<file path="src/quad_uart_pins_consts.vh">
// How it works
// - Standard mode: TX pin idles and resets high
// - Infrared select: TX/RX use IR, idle low
// - Dedicated IR output always encoded, rests low
// - IR decoder expects low idle; polarity invertible
// - RTS asserted first, then auto RTS hysteresis
// - CTS is input or auto transmit gate
// - DTR output is handshake or software output
// - DSR input readable as handshake or input
// - CD and RI inputs readable as status
`ifndef QUAD_UART_PINS_CONSTS_VH
`define QUAD_UART_PINS_CONSTS_VH

// Word index of each per-channel register (byte address bits 4:2)
`define REG_DATA 3'h0
`define REG_INT_ENABLE 3'h1
`define REG_FEATURE_CTRL 3'h2
`define REG_ENH_FEATURE 3'h3
`define REG_MODEM_CTRL 3'h4
`define REG_MODEM_STAT 3'h5
`define REG_INT_STATUS 3'h6
`define REG_INT_CLEAR 3'h7

// Field positions
`define MCR_DTR 0
`define MCR_RTS 1
`define MCR_IR_SEL 6
`define FEATURE_CONTROL_REG_HYST_LO 0
`define FEATURE_CONTROL_REG_RX_INV 2
`define EFR_AUTO_RTS 6
`define EFR_AUTO_CTS 7
`define IST_RX_DONE 0
`define IST_TX_DONE 1
`define IST_MODEM 2
`define IST_CTS 7

// Reset values
`define RST_CTRL 8'h00
`define RST_PINS 5'h1f

// Timing in 16x ticks; BIT_STOP counts bits
`define TICK_LAST 4'hf
`define TICK_MID 4'h7
`define IR_PULSE_FIRST 4'h6
`define IR_PULSE_LAST 4'h8
`define IR_HOLD 4'hf
`define BIT_STOP 4'h9

`endif

</file>
<file path="src/quad_uart_serial_modem_pins.v">
// Chosen here: the Avalon-MM slave port and the address map.
`timescale 1ns/10ps
`include "quad_uart_pins_consts.vh"

module quad_uart_serial_modem_pins #(
  parameter NUM_CH = 4,
  parameter TICK_DIV = 8
) (
  input wire mclk,
  input wire reset,
  input wire [6:0] avs_address,
  input wire avs_read,
  input wire avs_write,
  input wire [31:0] avs_writedata,
  output reg [31:0] avs_readdata,
  output reg avs_waitrequest,
  output wire [NUM_CH-1:0] tx_out,
  output wire [NUM_CH-1:0] infrared_tx_out,
  output wire [NUM_CH-1:0] rts_n,
  output wire [NUM_CH-1:0] dtr_n,
  input wire [NUM_CH-1:0] rx_in,
  input wire [NUM_CH-1:0] cts_n,
  input wire [NUM_CH-1:0] dsr_n,
  input wire [NUM_CH-1:0] ri_n,
  input wire [NUM_CH-1:0] cd_n,
  output reg irq
);

  // Address decode shared by every channel
  function hit;
    input [6:0] addr;
    input [1:0] ch;
    input [2:0] idx;
    begin
      hit = (addr[6:5] == ch) && (addr[4:2] == idx);
    end
  endfunction

  reg [7:0] div_cnt; // Mclk divider for 16x tick
  reg tick; // One-cycle 16x enable
  wire wr_acc; // Write taken this edge
  wire rd_acc; // Read taken this edge
  wire [NUM_CH*8-1:0] ch_rd; // Per-channel read data, zero if not addressed
  wire [NUM_CH-1:0] ch_irq; // Per-channel enabled status
  reg [7:0] rd_any; // Merged read data
  integer k;

  assign wr_acc = avs_write & ~avs_waitrequest;
  assign rd_acc = avs_read & ~avs_waitrequest;

  // 16x tick generator; one clock, slower rates as enables
  always @(posedge mclk or posedge reset) begin
    if (reset) begin
      div_cnt <= 8'h00;
      tick <= 1'b0;
    end else if (div_cnt == TICK_DIV[7:0] - 8'h01) begin
      div_cnt <= 8'h00;
      tick <= 1'b1;
    end else begin
      div_cnt <= div_cnt + 8'h01;
      tick <= 1'b0;
    end
  end

  // Merge channel read data
  always @* begin
    rd_any = 8'h00;
    for (k = 0; k < NUM_CH; k = k + 1) begin
      rd_any = rd_any | ch_rd[k*8 +: 8];
    end
  end

  // Avalon slave: waitrequest drops one cycle after a request appears
  always @(posedge mclk or posedge reset) begin
    if (reset) begin
      avs_waitrequest <= 1'b1;
      avs_readdata <= 32'h00000000;
      irq <= 1'b0;
    end else begin
      irq <= |ch_irq; // Level, high while an enabled status bit stands
      if (!avs_waitrequest) begin
        avs_waitrequest <= 1'b1; // Back to waiting after the accept edge
      end else if (avs_read | avs_write) begin
        avs_waitrequest <= 1'b0;
        avs_readdata <= {24'h000000, rd_any};
      end
    end
  end

  genvar i;
  generate
    for (i = 0; i < NUM_CH; i = i + 1) begin : chan
      reg [7:0] modem_control_reg; // modem_control_reg
      reg [7:0] feature_control_reg; // feature_control_reg
      reg [7:0] enhanced_feature_reg; // enhanced_feature_reg
      reg [7:0] interrupt_enable_reg; // interrupt_enable_reg, also the interrupt mask
      reg [7:0] ist; // Sticky interrupt status
      reg [4:0] s1; // Pin sync stage 1, read only by s2
      reg [4:0] s2;
      reg [4:0] s3;
      reg [4:0] stab; // Filtered pins {cd,ri,dsr,cts,rx}, active-low as on the pins
      reg [3:0] ir_hold; // Stretches a received IR pulse to a bit
      reg rx_busy;
      reg [3:0] rx_tick;
      reg [3:0] rx_bit;
      reg [7:0] rx_sh;
      reg [7:0] rx_data;
      reg rx_ready; // Unread byte present
      reg rx_done; // One-cycle event
      reg tx_busy;
      reg tx_pend; // Byte waiting for the shifter
      reg [7:0] tx_hold;
      reg [9:0] tx_sh;
      reg [3:0] tx_tick;
      reg [3:0] tx_bit;
      reg tx_done; // One-cycle event
      reg txo; // Muxed transmit pin
      reg irtx; // Dedicated IR pin
      reg dtr_q; // Handshake pin flop, updated with the control write
      localparam [1:0] CH_ID = i; // Channel number at address width
      reg rts_q;
      reg [5:0] hyst_cnt; // Ticks left before auto RTS reasserts
      reg [7:0] rd;
      wire [4:0] pins;
      wire rx_lvl;
      wire rx_line;
      wire ir_enc;
      wire nrz;
      wire cts_block;
      wire [7:0] ev;
      wire [7:0] clr;

      assign pins = {cd_n[i], ri_n[i], dsr_n[i], cts_n[i], rx_in[i]};
      // Polarity flip before the decoder allows high-idle transceivers
      assign rx_lvl = stab[0] ^ feature_control_reg[`FEATURE_CONTROL_REG_RX_INV];
      // Decoded IR: a high pulse or its stretch is a zero bit
      assign rx_line = modem_control_reg[`MCR_IR_SEL] ? ~(rx_lvl | (ir_hold != 4'h0)) : stab[0];
      // Encoder: 3/16 pulse in mid bit for zero bits only, low otherwise
      assign ir_enc = tx_busy & ~tx_sh[0] & (tx_tick >= `IR_PULSE_FIRST) &
                      (tx_tick <= `IR_PULSE_LAST);
      assign nrz = tx_busy ? tx_sh[0] : 1'b1;
      // Auto CTS: a high clear-to-send holds the next character back
      assign cts_block = enhanced_feature_reg[`EFR_AUTO_CTS] & stab[1];
      assign ev = {6'h00, tx_done, rx_done};
      assign clr = (wr_acc && hit(avs_address, CH_ID, `REG_INT_CLEAR)) ? avs_writedata[7:0] : 8'h00;

      assign tx_out[i] = txo;
      assign infrared_tx_out[i] = irtx;
      assign rts_n[i] = rts_q;
      assign dtr_n[i] = dtr_q;
      assign ch_irq[i] = |(ist & interrupt_enable_reg);
      assign ch_rd[i*8 +: 8] = (avs_address[6:5] == CH_ID) ? rd : 8'h00;

      // Software registers
      always @(posedge mclk or posedge reset) begin
        if (reset) begin
          modem_control_reg <= `RST_CTRL;
          feature_control_reg <= `RST_CTRL;
          enhanced_feature_reg <= `RST_CTRL;
          interrupt_enable_reg <= `RST_CTRL;
          dtr_q <= 1'b1;
        end else if (wr_acc) begin
          if (hit(avs_address, CH_ID, `REG_MODEM_CTRL)) begin
            modem_control_reg <= avs_writedata[7:0];
            dtr_q <= ~avs_writedata[`MCR_DTR];
          end
          if (hit(avs_address, CH_ID, `REG_FEATURE_CTRL)) feature_control_reg <= avs_writedata[7:0];
          if (hit(avs_address, CH_ID, `REG_ENH_FEATURE)) enhanced_feature_reg <= avs_writedata[7:0];
          if (hit(avs_address, CH_ID, `REG_INT_ENABLE)) interrupt_enable_reg <= avs_writedata[7:0];
        end
      end

      // Three-stage pin sync; a bit moves once stages 2 and 3 agree
      always @(posedge mclk or posedge reset) begin
        if (reset) begin
          s1 <= `RST_PINS;
          s2 <= `RST_PINS;
          s3 <= `RST_PINS;
          stab <= `RST_PINS;
        end else begin
          s1 <= pins;
          s2 <= s1;
          s3 <= s2;
          stab <= (s2 & s3) | (stab & (s2 ^ s3));
        end
      end

      // Sticky status: events set, writes to the clear register clear, set wins
      always @(posedge mclk or posedge reset) begin
        if (reset) begin
          ist <= 8'h00;
        end else begin
          ist <= (ist & ~clr) | ev;
          ist[`IST_MODEM] <= (ist[`IST_MODEM] & ~clr[`IST_MODEM]) |
                             (|((s2[4:2] ~^ s3[4:2]) & (s3[4:2] ^ stab[4:2])));
          ist[`IST_CTS] <= (ist[`IST_CTS] & ~clr[`IST_CTS]) |
                           ((s2[1] ~^ s3[1]) & (s3[1] ^ stab[1]));
        end
      end

      // IR pulse stretcher, counted in ticks
      always @(posedge mclk or posedge reset) begin
        if (reset) begin
          ir_hold <= 4'h0;
        end else if (rx_lvl && modem_control_reg[`MCR_IR_SEL]) begin
          ir_hold <= `IR_HOLD; // Pulse seen; no stale stretch on a mode switch
        end else if (tick && ir_hold != 4'h0) begin
          ir_hold <= ir_hold - 4'h1;
        end
      end

      // Receiver: start on low, sample mid bit, 8 data, 1 stop
      // In standard mode the far end must idle the line high
      always @(posedge mclk or posedge reset) begin
        if (reset) begin
          rx_busy <= 1'b0;
          rx_tick <= 4'h0;
          rx_bit <= 4'h0;
          rx_sh <= 8'h00;
          rx_data <= 8'h00;
          rx_ready <= 1'b0;
          rx_done <= 1'b0;
        end else begin
          rx_done <= 1'b0;
          // Reading the data register frees the byte; a new byte wins
          if (rd_acc && hit(avs_address, CH_ID, `REG_DATA)) rx_ready <= 1'b0;
          if (tick) begin
            if (!rx_busy) begin
              if (!rx_line) begin
                rx_busy <= 1'b1;
                rx_tick <= 4'h0;
                rx_bit <= 4'h0;
              end
            end else begin
              rx_tick <= rx_tick + 4'h1;
              if (rx_tick == `TICK_MID) begin
                rx_bit <= rx_bit + 4'h1;
                if (rx_bit == 4'h0) begin
                  if (rx_line) rx_busy <= 1'b0; // False start
                end else if (rx_bit == `BIT_STOP) begin
                  rx_busy <= 1'b0;
                  rx_data <= rx_sh;
                  rx_ready <= 1'b1;
                  rx_done <= 1'b1;
                end else begin
                  rx_sh <= {rx_line, rx_sh[7:1]};
                end
              end
            end
          end
        end
      end

      // Transmitter: start, 8 data LSB first, stop; held off by auto CTS
      always @(posedge mclk or posedge reset) begin
        if (reset) begin
          tx_busy <= 1'b0;
          tx_pend <= 1'b0;
          tx_hold <= 8'h00;
          tx_sh <= 10'h3ff;
          tx_tick <= 4'h0;
          tx_bit <= 4'h0;
          tx_done <= 1'b0;
        end else begin
          tx_done <= 1'b0;
          if (wr_acc && hit(avs_address, CH_ID, `REG_DATA)) begin
            tx_hold <= avs_writedata[7:0]; // Overwrites a byte not yet started
            tx_pend <= 1'b1;
          end
          if (tick) begin
            if (!tx_busy) begin
              if (tx_pend && !cts_block && !(wr_acc && hit(avs_address, CH_ID, `REG_DATA))) begin
                tx_busy <= 1'b1;
                tx_pend <= 1'b0;
                tx_sh <= {1'b1, tx_hold, 1'b0};
                tx_tick <= 4'h0;
                tx_bit <= 4'h0;
              end
            end else begin
              tx_tick <= tx_tick + 4'h1;
              if (tx_tick == `TICK_LAST) begin
                tx_sh <= {1'b1, tx_sh[9:1]};
                tx_bit <= tx_bit + 4'h1;
                if (tx_bit == `BIT_STOP) begin
                  tx_busy <= 1'b0;
                  tx_done <= 1'b1;
                end
              end
            end
          end
        end
      end

      // Pin drivers: high in reset (standard), low IR idle
      always @(posedge mclk or posedge reset) begin
        if (reset) begin
          txo <= 1'b1;
          irtx <= 1'b0;
        end else begin
          txo <= modem_control_reg[`MCR_IR_SEL] ? ir_enc : nrz;
          irtx <= ir_enc;
        end
      end

      // RTS: software level, or auto mode once software asserted it
      always @(posedge mclk or posedge reset) begin
        if (reset) begin
          rts_q <= 1'b1;
          hyst_cnt <= 6'h00;
        end else if (enhanced_feature_reg[`EFR_AUTO_RTS] && modem_control_reg[`MCR_RTS]) begin
          if (rx_ready) begin
            rts_q <= 1'b1;
            hyst_cnt <= {feature_control_reg[`FEATURE_CONTROL_REG_HYST_LO+1:`FEATURE_CONTROL_REG_HYST_LO], 4'h0};
          end else if (hyst_cnt != 6'h00) begin
            if (tick) hyst_cnt <= hyst_cnt - 6'h01;
          end else begin
            rts_q <= 1'b0;
          end
        end else begin
          rts_q <= ~modem_control_reg[`MCR_RTS];
          hyst_cnt <= 6'h00;
        end
      end

      // Read mux; pin states shown active-high
      always @* begin
        case (avs_address[4:2])
          `REG_DATA: rd = rx_data;
          `REG_INT_ENABLE: rd = interrupt_enable_reg;
          `REG_FEATURE_CTRL: rd = feature_control_reg;
          `REG_ENH_FEATURE: rd = enhanced_feature_reg;
          `REG_MODEM_CTRL: rd = modem_control_reg;
          `REG_MODEM_STAT: rd = {1'b0, ~rts_q, rx_ready, tx_busy | tx_pend, ~stab[4:1]};
          `REG_INT_STATUS: rd = ist;
          default: rd = 8'h00; // Clear register is write-only
        endcase
      end
    end
  endgenerate

endmodule

</file>
<file path="config.mk">
export PLATFORM = sky130hd
export DESIGN_NAME = quad_uart_serial_modem_pins
export DESIGN_NICKNAME = d
export VERILOG_FILES = /design/src/quad_uart_serial_modem_pins.v
export VERILOG_INCLUDE_DIRS = /design/src
export SDC_FILE = /design/constraint.sdc
export NUM_CORES = 1
export LEC_CHECK = 0
export BUFFER_PORTS_ARGS = -buffer_cell sky130_fd_sc_hd__clkbuf_2
export CORE_ASPECT_RATIO = 0.8
export CORE_MARGIN = 2
export CORE_UTILIZATION = 55
export CTS_CLUSTER_DIAMETER = 120
export CTS_CLUSTER_SIZE = 14
export DETAILED_ROUTE_END_ITERATION = 10
export GPL_TIMING_DRIVEN = 0
export PLACE_DENSITY_LB_ADDON = 0.3
export SYNTH_ARGS = -nofsm -noshare
export SYNTH_HDL_FRONTEND = slang
export SYNTH_SLANG_ARGS = --single-unit
</file>
<file path="constraint.sdc">
create_clock -name mclk -period 26.6 [get_ports mclk]
set_input_delay 2.66 -clock mclk [delete_from_list [all_inputs] [get_ports mclk]]
set_output_delay 2.66 -clock mclk [all_outputs]
set_load 0.01 [all_outputs]
</file>
==> metrics.md <==
| Metric | Value |
|---|---|
| Pre-antenna DRT Iters | `5` |
| Setup bufs post-CTS | `0` |
| Nets | `2363` |
| Placed inst area | `25900 um2` |
| Die span in y | `193 um` |
| Floorplan Core Area | `44400 um2` |
| Antenna-violating nets left | `0` |
| Wire per inst | `25.2 um` |
| Post-CTS sizing | `0` |
| Initial antenna violation count | `0` |
| Clk_lat worst skew | `590 ps` |
| Most frequent cells in the layout | `dfrtp_1, mux2_2, nand2_1, dfstp_2, o21ai_0` |
| Final cell count without fillers | `around 2900` |
| HPWL Detailed | `51300 um` |
| TritonCTS Sinks | `535` |
| Largest register FFs | `36` |
| Synth Area in Adders | `between 3 and 4%` |
| Detailed-route DRC error count | `0` |
| Layout cells sized above 1 | `between 20 and 30%` |
| Setup-failing EPs final | `0` |
| Mux share of post-synthesis cell area | `13.8%` |
| Iter 0 DRT Violations | `between 1500 and 2000` |
| Post-synthesis simple-gate area fraction | `between 10% and 20%` |
| Critical R2R Launch | `tick` |
| First-pass GRT wire length | `108000 um` |
| Area grow syn2layout | `10.3%` |
| Sw frac | `approximately 30%` |
| Design area | `27200 um2` |
| Crit. End Element | `flop` |
| Critical path startpoint category | `input pin` |
| Starting Density | `between 50% and 60%` |
| CP Class | `in -> reg` |
| Total grt overflow | `0` |
| Max Clk Rate | `205 MHz` |
| Post-synth EDFFs | `0` |
| Finished Core Util | `about three fifths` |
| Largest Register | `chan.tx_sh` |
| Die area | `46600 um2` |
| Final RePlAce weighted congestion | `0.996` |
| Number of CTS-inserted buffers | `44` |
| Share of Yosys cell area claimed by the top area cell type | `41.2%` |
| Vias in the first global route | `17100` |
| Seq pwr share | `51.6%` |
| Flops & latches, synth | `roughly 540` |
| Max Clock Skew | `27.5 ps` |
| Max-slew headroom at the worst pin | `~6.4%` |
| Largest family of logic cells by synthesized area | `multiplexers` |
| Ant. Diodes | `0` |
| CTS hold repair buffers | `0` |
| Worst path arrival time | `5350 ps` |
| Inst Count DP | `2788` |
| Worst-margin pin slew | `1400 ps` |
| Reg2Reg Setup Slack | `22500 ps` |
| DRT Wirelength | `72300 um` |
| IO Pins | `113` |
| XOR/XNOR share of the synthesized area | `2.16%` |
| Switch Pwr | `between 0.5 and 0.6 mW` |
| Area leader, netlist | `dfrtp_1` |
| Total number of vias | `17500` |
| Power share of the clock group | `31.1%` |
| CTS root buffer | `clkbuf_16` |
| Max FO, Critical Path | `10` |
| Total GRT Usage | `31.3%` |
| Setup TNS | `0 ps` |
| Max cap viols | `0` |
| H-tree depth | `2` |
| Asr flop ratio synth | `100%` |
| Hold Path Cell Cnt | `0` |
| Reg2Reg Capture Point | `chan[3].tx_busy` |
| Synth Flop Type | `dfrtp_1` |
| CTS clk-pin slew, worst paths | `60 ps` |
| PD cells | `73.6 nW/um2` |
| Crit path time final | `roughly 4900 ps` |
| Setup ws final | `21720 ps` |
| Hold path start | `chan[2].s1[3]` |
| TritonCTS clock tree | `yes` |
| RSZ-0062 raised after global routing | `false` |
| Horiz. Die Dim | `about 240 um` |
| Synth Area in Compound Gates | `11.6%` |
| Worst-case reg-to-reg path depth | `6` |
| Outcome | `finished clean` |
| Internal | `1.41 mW` |
| Synth area leaders | `dfrtp_1, dfstp_2, mux2_2, ha_1, nand2_1` |
| Synth Cell Area | `24700 um2` |
| Via density | `6.11` |
| Leak | `12.4 nW` |
| Final period utilization | `18.3%` |
| Fin. max-slew vios | `0` |
| Filler Cell Count | `3575` |
| Largest net degree at the start of global routing | `136` |
| Final Hold Viols | `0` |
| Synthesized area per cell | `about 12 um2` |
| Port Buffers | `57` |
| Synthesized instance count | `2101` |
| Post-synthesis cell type count | `74` |
| Post-synthesis sequential area ratio | `between 50% and 60%` |
| Most common cell after layout, fill and taps aside | `dfrtp_1` |
| FP Rows | `between 60 and 70` |
| Combinational share of power | `between 15 and 20%` |
| Worst Hold Class | `reg -> reg` |
| Critical Path RT | `27070 ps` |
| Hold EP | `chan[2].s2[3]` |
| Synth warn | `0` |
| Pre-CTS setup slack | `approximately 21000 ps` |
| CTS max path bufs | `3` |
| Max VDD drop | `0.0000587 V` |
## synth_stat cells (all sizes together), types with 6 or more instances
library cell,count
a211o,7
xnor2,32
nand2b,11
and3,10
a21boi,19
o2bb2ai,9
o21a,6
dfstp,129
a21oi,63
nand2,221
nor3b,15
a221oi,12
xor2,29
a211oi,11
a22o,16
nor2,98
mux2i,49
o211ai,25
clkbuf,48
nand3b,17
a22oi,29
ha,69
dfrtp,406
and2,16
or3,6
buf,79
or4,7
o31ai,15
mux2,230
nand4,20
nor3,12
o21ai,118
a41o,7
nor2b,20
or2,10
a31oi,12
a21o,32
mux4,15
nand3,39
o22ai,6
inv,69
## cells by family (layout without fill, tap and decap cells)
kind of cell,after synthesis,in the layout
AO/OA/AOI/OAI,425,425
XOR/XNOR,61,61
adder cells (fa/ha/maj),69,69
buffers and inverters,197,340
flip-flops,535,535
multiplexers,294,294
other,1,24
AND/OR/NAND/NOR,519,519
## worst max-delay path, stage by stage
cell,delay (ps)
buf_2,190
buf_4,200
buf_2,460
nand3_1,370
nor2_1,980
nand2_1,140
a211o_1,330
## power by group through the flow
stage          clock network (mW)  logic (mW)  registers, mW
3_3_place_gp                    0       0.326           1.04
2_1_floorplan                   0       0.253           1.01
5_1_grt                     0.662       0.387           1.05
3_5_place_dp                    0       0.344           1.04
6_report                    0.622       0.347           1.03
4_1_cts                     0.628       0.346           1.03
## final cells by class
class	instances	area (um2)	area share (%)
Clock inverter	4	61.3	0.225
Tap cell	603	754	2.77
Buffer	127	688	2.53
Sequential cell	535	13500	49.8
Inverter	70	270	0.993
Clock buffer	78	1230	4.51
Timing Repair Buffer	61	395	1.45
Multi-Input combinational cell	1392	10300	37.7
## worst max-delay path by stage
stage                    from             endpoint  depth (start not counted)
6_report       avs_address[3]       chan[1].ist[2]                          7
5_1_grt        avs_address[3]       chan[1].ist[2]                          7
4_1_cts        avs_address[3]       chan[1].ist[2]                          7
3_5_place_dp   avs_address[3]       chan[1].ist[2]                          7
3_3_place_gp            reset  chan[2].hyst_cnt[2]                          2
2_1_floorplan           reset      avs_readdata[0]                          1
## through the flow
step,hold slack (ps),power (mW)
CTS,356,2.00
global route,357,2.10
floorplan,345,1.27
global placement,345,1.36
detailed placement,347,1.39
finish,355,2.00
## metal layers
metal	global-route usage, %	vias to the layer above	wire length (um)
li1	-	7705	-
met1	45.3	8937	31200
met2	45.7	744	31300
met3	9.29	155	7230
met4	9.74	0	2650
met5	0	-	0
Power figures use the tool's default switching activity.
